`src/upel_pkg.sv`:
```
// Package of constants and carrier types for the USB PHY event latch block.
`default_nettype none
package upel_pkg;
	// ***************************************************************
	// Register map
	// ***************************************************************
	localparam logic [7:0] ADDR_RISE_WR   = 8'h0d;
	localparam logic [7:0] ADDR_RISE_SET  = 8'h0e;
	localparam logic [7:0] ADDR_RISE_CLR  = 8'h0f;
	localparam logic [7:0] ADDR_FALL_WR   = 8'h10;
	localparam logic [7:0] ADDR_FALL_SET  = 8'h11;
	localparam logic [7:0] ADDR_FALL_CLR  = 8'h12;
	localparam logic [7:0] ADDR_STATUS    = 8'h13;
	localparam logic [7:0] ADDR_LATCH     = 8'h14;
	// ***************************************************************
	// Field layout and reset values
	// ***************************************************************
	localparam int         NUM_SRC        = 4;
	localparam logic [7:0] ENABLE_RESET   = 8'h1f;
	localparam logic [7:0] ZERO_BYTE      = 8'h00;
	localparam logic [3:0] ZERO_SRC       = 4'h0;
	localparam int         BIT_SESSION_END   = 3;
	localparam int         BIT_SESS_VALID = 2;
	localparam int         BIT_VBUS_VALID = 1;
	localparam int         BIT_HOST_DISC  = 0;
	// ***************************************************************
	// Carrier types
	// ***************************************************************
	typedef struct packed {
		logic session_end;
		logic session_valid_signal;
		logic vbus_valid_signal;
		logic host_disconnect;
	} upel_src_t;
	typedef struct packed {
		logic [7:0] addr;
		logic [7:0] wdata;
		logic       wr;
		logic       rd;
	} upel_req_t;
	typedef enum logic [1:0] {
		UPEL_ACTIVE    = 2'b01,
		UPEL_LOW_POWER = 2'b10
	} upel_pwr_t;
endpackage
`default_nettype wire

```
`src/upel_event_latch.sv`:
```
// Event enable, status and sticky latch logic of the USB PHY event latch block.
//
// The plain strobed port is this design's own decision.
`default_nettype none
module upel_event_latch (
	input  wire logic                clk,
	input  wire logic                sys_rst,
	input  wire upel_pkg::upel_req_t req,
	output logic [7:0]               rdata,
	input  wire upel_pkg::upel_src_t src_async,
	input  wire logic                low_power,
	output logic                     event_irq,
	output logic                     rxcmd_req,
	output upel_pkg::upel_src_t      rxcmd_src
);
	import upel_pkg::*;

	// ***************************************************************
	// Source synchroniser and edge detection
	// ***************************************************************
	logic [3:0] sync_a;
	logic [3:0] sync_b;
	logic [3:0] prev;
	logic [3:0] rise_en;
	logic [3:0] fall_en;
	logic [3:0] latch;
	logic [7:0] rise_reg;
	logic [7:0] fall_reg;
	upel_pwr_t  pwr;

	always_ff @(posedge clk or posedge sys_rst) begin
		if (sys_rst) begin
			sync_a <= ZERO_SRC;
			sync_b <= ZERO_SRC;
			prev   <= ZERO_SRC;
		end else begin
			sync_a <= src_async;
			sync_b <= sync_a;
			prev   <= sync_b;
		end
	end

	logic [3:0] rise_evt;
	logic [3:0] fall_evt;
	logic [3:0] any_evt;
	assign rise_en = rise_reg[NUM_SRC-1:0];
	assign fall_en = fall_reg[NUM_SRC-1:0];

	// Each source has a detector of its own, so the enables gate bit by bit.
	for (genvar i = 0; i < NUM_SRC; i++) begin : g_edge
		assign rise_evt[i] = sync_b[i] && !prev[i] && rise_en[i];
		assign fall_evt[i] = !sync_b[i] && prev[i] && fall_en[i];
	end
	assign any_evt  = rise_evt | fall_evt;

	// ***************************************************************
	// Enable registers
	// ***************************************************************
	function automatic logic [7:0] upel_wsc(input logic [7:0] cur, input upel_req_t r,
		input logic [7:0] a_wr, input logic [7:0] a_set, input logic [7:0] a_clr);
		logic [7:0] v;
		v = cur;
		if (r.wr && r.addr == a_wr) begin
			v = r.wdata;
		end else if (r.wr && r.addr == a_set) begin
			v = cur | r.wdata;
		end else if (r.wr && r.addr == a_clr) begin
			v = cur & ~r.wdata;
		end
		return v;
	endfunction

	always_ff @(posedge clk or posedge sys_rst) begin
		if (sys_rst) begin
			fall_reg <= ENABLE_RESET;
		end else begin
			fall_reg <= upel_wsc(fall_reg, req, ADDR_FALL_WR, ADDR_FALL_SET, ADDR_FALL_CLR);
		end
	end

	always_ff @(posedge clk or posedge sys_rst) begin
		if (sys_rst) begin
			rise_reg <= ENABLE_RESET;
		end else begin
			rise_reg <= upel_wsc(rise_reg, req, ADDR_RISE_WR, ADDR_RISE_SET, ADDR_RISE_CLR);
		end
	end

	// ***************************************************************
	// Power state and sticky latch
	// ***************************************************************
	always_ff @(posedge clk or posedge sys_rst) begin
		if (sys_rst) begin
			pwr <= UPEL_ACTIVE;
		end else begin
			case (pwr)
				UPEL_ACTIVE:    pwr <= low_power ? UPEL_LOW_POWER : UPEL_ACTIVE;
				UPEL_LOW_POWER: pwr <= low_power ? UPEL_LOW_POWER : UPEL_ACTIVE;
				default:        pwr <= UPEL_ACTIVE;
			endcase
		end
	end

	logic lp_entry;
	logic latch_rd;
	assign lp_entry = low_power && pwr == UPEL_ACTIVE;
	assign latch_rd = req.rd && req.addr == ADDR_LATCH;

	// A new event in the clearing cycle survives: set wins over clear.
	always_ff @(posedge clk or posedge sys_rst) begin
		if (sys_rst) begin
			latch <= ZERO_SRC;
		end else if (latch_rd || lp_entry) begin
			latch <= any_evt;
		end else begin
			latch <= latch | any_evt;
		end
	end

	// ***************************************************************
	// Event outputs
	// ***************************************************************
	always_ff @(posedge clk or posedge sys_rst) begin
		if (sys_rst) begin
			event_irq <= 1'b0;
			rxcmd_req <= 1'b0;
			rxcmd_src <= upel_src_t'(ZERO_SRC);
		end else begin
			event_irq <= |any_evt;
			rxcmd_req <= |any_evt;
			rxcmd_src <= sync_b;
		end
	end

	// ***************************************************************
	// Register read port
	// ***************************************************************
	logic [7:0] next_rdata;
	logic       rd_rise_hit;
	logic       rd_fall_hit;
	assign rd_rise_hit = req.addr >= ADDR_RISE_WR && req.addr <= ADDR_RISE_CLR;
	assign rd_fall_hit = req.addr >= ADDR_FALL_WR && req.addr <= ADDR_FALL_CLR;

	// Idle cycles and unmapped addresses read as zero, so stale data never lingers on the port.
	always_comb begin
		next_rdata = ZERO_BYTE;
		if (req.rd) begin
			if (rd_rise_hit) begin
				next_rdata = rise_reg;
			end else if (rd_fall_hit) begin
				next_rdata = fall_reg;
			end else if (req.addr == ADDR_STATUS) begin
				next_rdata = {ZERO_SRC, sync_b};
			end else if (latch_rd) begin
				next_rdata = {ZERO_SRC, latch};
			end
		end
	end

	always_ff @(posedge clk or posedge sys_rst) begin
		if (sys_rst) begin
			rdata <= ZERO_BYTE;
		end else begin
			rdata <= next_rdata;
		end
	end
endmodule
`default_nettype wire

```
`config.mk`:
```
export PLATFORM = sky130hd
export DESIGN_NAME = upel_event_latch
export DESIGN_NICKNAME = d
export VERILOG_FILES = /design/src/upel_pkg.sv /design/src/upel_event_latch.sv
export SDC_FILE = /design/constraint.sdc
export NUM_CORES = 1
export LEC_CHECK = 0
export BUFFER_PORTS_ARGS = -buffer_cell sky130_fd_sc_hd__buf_4
export CORE_MARGIN = 2
export CORE_UTILIZATION = 40
export DETAILED_ROUTE_END_ITERATION = 16
export GPL_ROUTABILITY_DRIVEN = 0
export SYNTH_ARGS = -nofsm -noshare
export SYNTH_HDL_FRONTEND = slang
export SYNTH_SLANG_ARGS = --single-unit
```
`constraint.sdc`:
```
create_clock -name clk -period 1.8 [get_ports clk]
set_input_delay 0.09 -clock clk [delete_from_list [all_inputs] [get_ports clk]]
set_output_delay 0.09 -clock clk [all_outputs]
set_load 0.05 [all_outputs]
```
==> results.sh <==
export IMPL_status="completed"
export IMPL_n_antenna_cell=0
export IMPL_vdd_ir_drop_max_mv=0.417
export IMPL_r2r_slack_ns=0.47
export IMPL_clockPowerShare_pct=31.5
export IMPL_maxCapViolCount=0
export IMPL_placed_area_um2=2310
export IMPL_synth_cell_types=39
export IMPL_clock_sinks=43
export IMPL_setup_violations=0
export IMPL_reg2reg_from="sync_b[0]$_DFF_PP0_"
export IMPL_async_flop_share_pct=100
export IMPL_ys_warn_count=0
export IMPL_max_freq_mhz=734
export IMPL_slew_viol_final=0
export IMPL_seqPwrFrac_pct=54.5
export IMPL_vias=1527
export IMPL_crit_type="input pin to register"
export IMPL_final_cell_area_um2=2510
export IMPL_dieArea_um2=5470
export IMPL_grt_overflow_total=0
export IMPL_p_switching_mw=0.513
export IMPL_grt_antenna_before_repair=0
export IMPL_ys_top_cells_by_area="dfrtp_1 (41%), dfstp_2 (15%), a21oi_2 (3.6%)"
export IMPL_power_density_nw_per_um2=795
export IMPL_yosysSeqAreaShare_pct=55.7
export IMPL_crit_start="req[15]"
export IMPL_cts_reportedPaths_clkPinSlew_ns=0.07
export IMPL_start_util_pct=41.5
export IMPL_arrival_ns=1.53
export IMPL_hold_viol_final=0
export IMPL_cts_max_level=2
export IMPL_power_internal_mw=1.48
export IMPL_ys_ff_latch=43
export IMPL_max_slew_worst_pin_slew_ns=0.529
export IMPL_drc=0
export IMPL_dpl_cell_count=267
export IMPL_slew_headroom_pct=64.7
export IMPL_min_path_type="input pin to register"
export IMPL_yosys_area_top_type_share_pct=40.9
export IMPL_fin_crit_sh_pct=75.6
export IMPL_vias_per_cell=5.34
export IMPL_yosysTopAreaCell="dfrtp_1"
export IMPL_hold_worst_slack_ns=0.0183
export IMPL_crit_fanout=8
export IMPL_finClkSkew_ns=0.00611
export IMPL_layoutNonFillerInstCount=286
export IMPL_dpl_hpwl_um=3310
export IMPL_syn_to_final_growth_pct=28.2
export IMPL_p_comb_share_pct=14.0
export IMPL_syn_nets=187
export IMPL_route_detailed_wl_per_inst_um=15.9
export IMPL_drive_gt1_share_pct=37.4
export IMPL_finalSetupTns_ns=0
export IMPL_drt_total_wl_um=4550
export IMPL_first_global_vias=1467
export IMPL_cellLeakagePower_nw=1.09
export IMPL_end_kind="register"
export IMPL_die_w_um=74.0
export IMPL_ctsRootBufferMaster="clkbuf_8"
export IMPL_cts_tree="yes"
export IMPL_first_pass_iters=4
export IMPL_postRouteAntennaNets=0
export IMPL_clk_path_buf_depth=2
export IMPL_worst_r2r_cell_count=3
export IMPL_rsz0062_at_grt="no"
export IMPL_whs_path_depth=2
export IMPL_syn_avg_cell_area_um2=12.2
export IMPL_die_h_um=74.0
export IMPL_netlist_instances=161
export IMPL_cts_buffers=5
export IMPL_num_io_pins=39
export IMPL_grt_first_pass_wirelength_um=7360
export IMPL_fin_util_pct=53.2
export IMPL_insertion_delay_ns=0.29
export IMPL_drt_iter0_drc=103
export IMPL_fillers=432
export IMPL_synth_area_um2=1960
export IMPL_netSwitchingFraction_pct=25.7
export IMPL_ys_flop_type="dfrtp_1"
export IMPL_grt_max_degree=44
export IMPL_nets=244
export IMPL_grt_use_total_pct=18.0
export IMPL_min_period_ns=1.36
export IMPL_core_um2=4720
export IMPL_synth_edf_count=0
export IMPL_hp_start="req[8]"
export IMPL_startpoint_type="input pin"
export IMPL_cp_required_ns=1.97
export IMPL_io_buffers=38
export IMPL_row_count=25
power by group through the flow:
stage          Sequential [mW]  Combinational [mW]  Clock, mW
6_report                  1.09               0.279      0.629
5_1_grt                   1.10               0.310      0.687
4_1_cts                   1.09               0.282      0.653
3_5_place_dp              1.11               0.262          0
3_3_place_gp              1.10               0.253          0
2_1_floorplan             1.12               0.143          0
through the flow:
stage                     total power [mW]  worst slack [ns]
after floorplan                       1.26             0.239
after global placement                1.36             0.174
after detailed placement              1.37             0.140
after CTS                             2.02             0.452
after global routing                  2.09             0.355
final                                 2.00             0.438
worst max-delay path, stage by stage:
cell and delay [ns]:
buf_4 0.11, or3_4 0.45, or4_4 0.64, a21oi_2 0.17, a211oi_1 0.06
cell type report:
class / count / area (um^2) / area share (%)
inverter: 6 / 22.5 / 0.897
timing repair buffer: 56 / 448 / 17.8
clock inverter: 1 / 5.00 / 0.199
sequential: 43 / 1090 / 43.4
tap: 67 / 83.8 / 3.34
clock buffer: 7 / 86.3 / 3.44
multi-input combinational: 106 / 776 / 30.9
synth_stat cells, types with 3 or more instances:
cell type   n
nor2b_1     6
dfstp_2    11
a21oi_2     8
dfrtp_1    32
nand2_1     5
nand3b_1    5
a21oi_1     4
a22oi_1     4
a21o_1      5
nand4_1     4
nor3_1      3
inv_1       6
o21ai_0    13
nor2_1      9
a22o_1      8
a211oi_1    8
nor4_4      3
layer usage:
| layer | global-route usage (%) | up-vias | wire, um |
|---|---|---|---|
| met2 | 27.8 | 35 | 2180 |
| met5 | 0 | - | 0 |
| li1 | - | 714 | - |
| met4 | 5.45 | 0 | 47 |
| met1 | 25.4 | 773 | 2140 |
| met3 | 4.20 | 5 | 179 |
final timing paths:
| path | to |
|---|---|
| max reg2reg | rxcmd_req$_DFF_PP0_ |
| max | register |
| max in group asynchronous | asynchronous set/reset pin |
| min | register |
| min in group asynchronous | rxcmd_req$_DFF_PP0_ |
| min reg2reg | sync_b[2]$_DFF_PP0_ |
kinds of logic (layout without fill, tap and decap cells):
group	Yosys count	after routing	share of synthesized area, %
AO/OA/AOI/OAI	57	57	21.5
AND/OR/NAND/NOR	47	47	16.9
flip-flops	43	43	55.7
buffers and inverters	12	70	4.73
adder cells (fa/ha/maj)	1	1	0.639
multiplexers	1	1	0.575
placed cells by master, fill, tap and decap left out, types with 2 or more instances in the layout:
cell type,instances
nand3b_1,5
nor3b_1,2
nor2_1,9
a21oi_2,8
nor4_4,3
clkbuf_8,6
dlygate4sd3_1,11
a22o_1,8
nor3_1,3
dfrtp_1,32
dfstp_2,11
nand4_1,4
a21oi_1,4
nor2b_1,6
inv_1,6
a221o_1,2
nand2_1,5
a21o_1,5
o21ai_0,13
o221a_2,2
buf_4,45
a211oi_1,8
a22oi_1,4
timing repair:
| item | CTS | global route |
|---|---|---|
| gates resized for setup | 0 | 0 |
| hold buffers | 11 | 0 |
| buffers inserted | 0 | 0 |
| endpoints found under the hold margin | 42 | 0 |
Note: power is estimated with default switching activity, not from simulation.
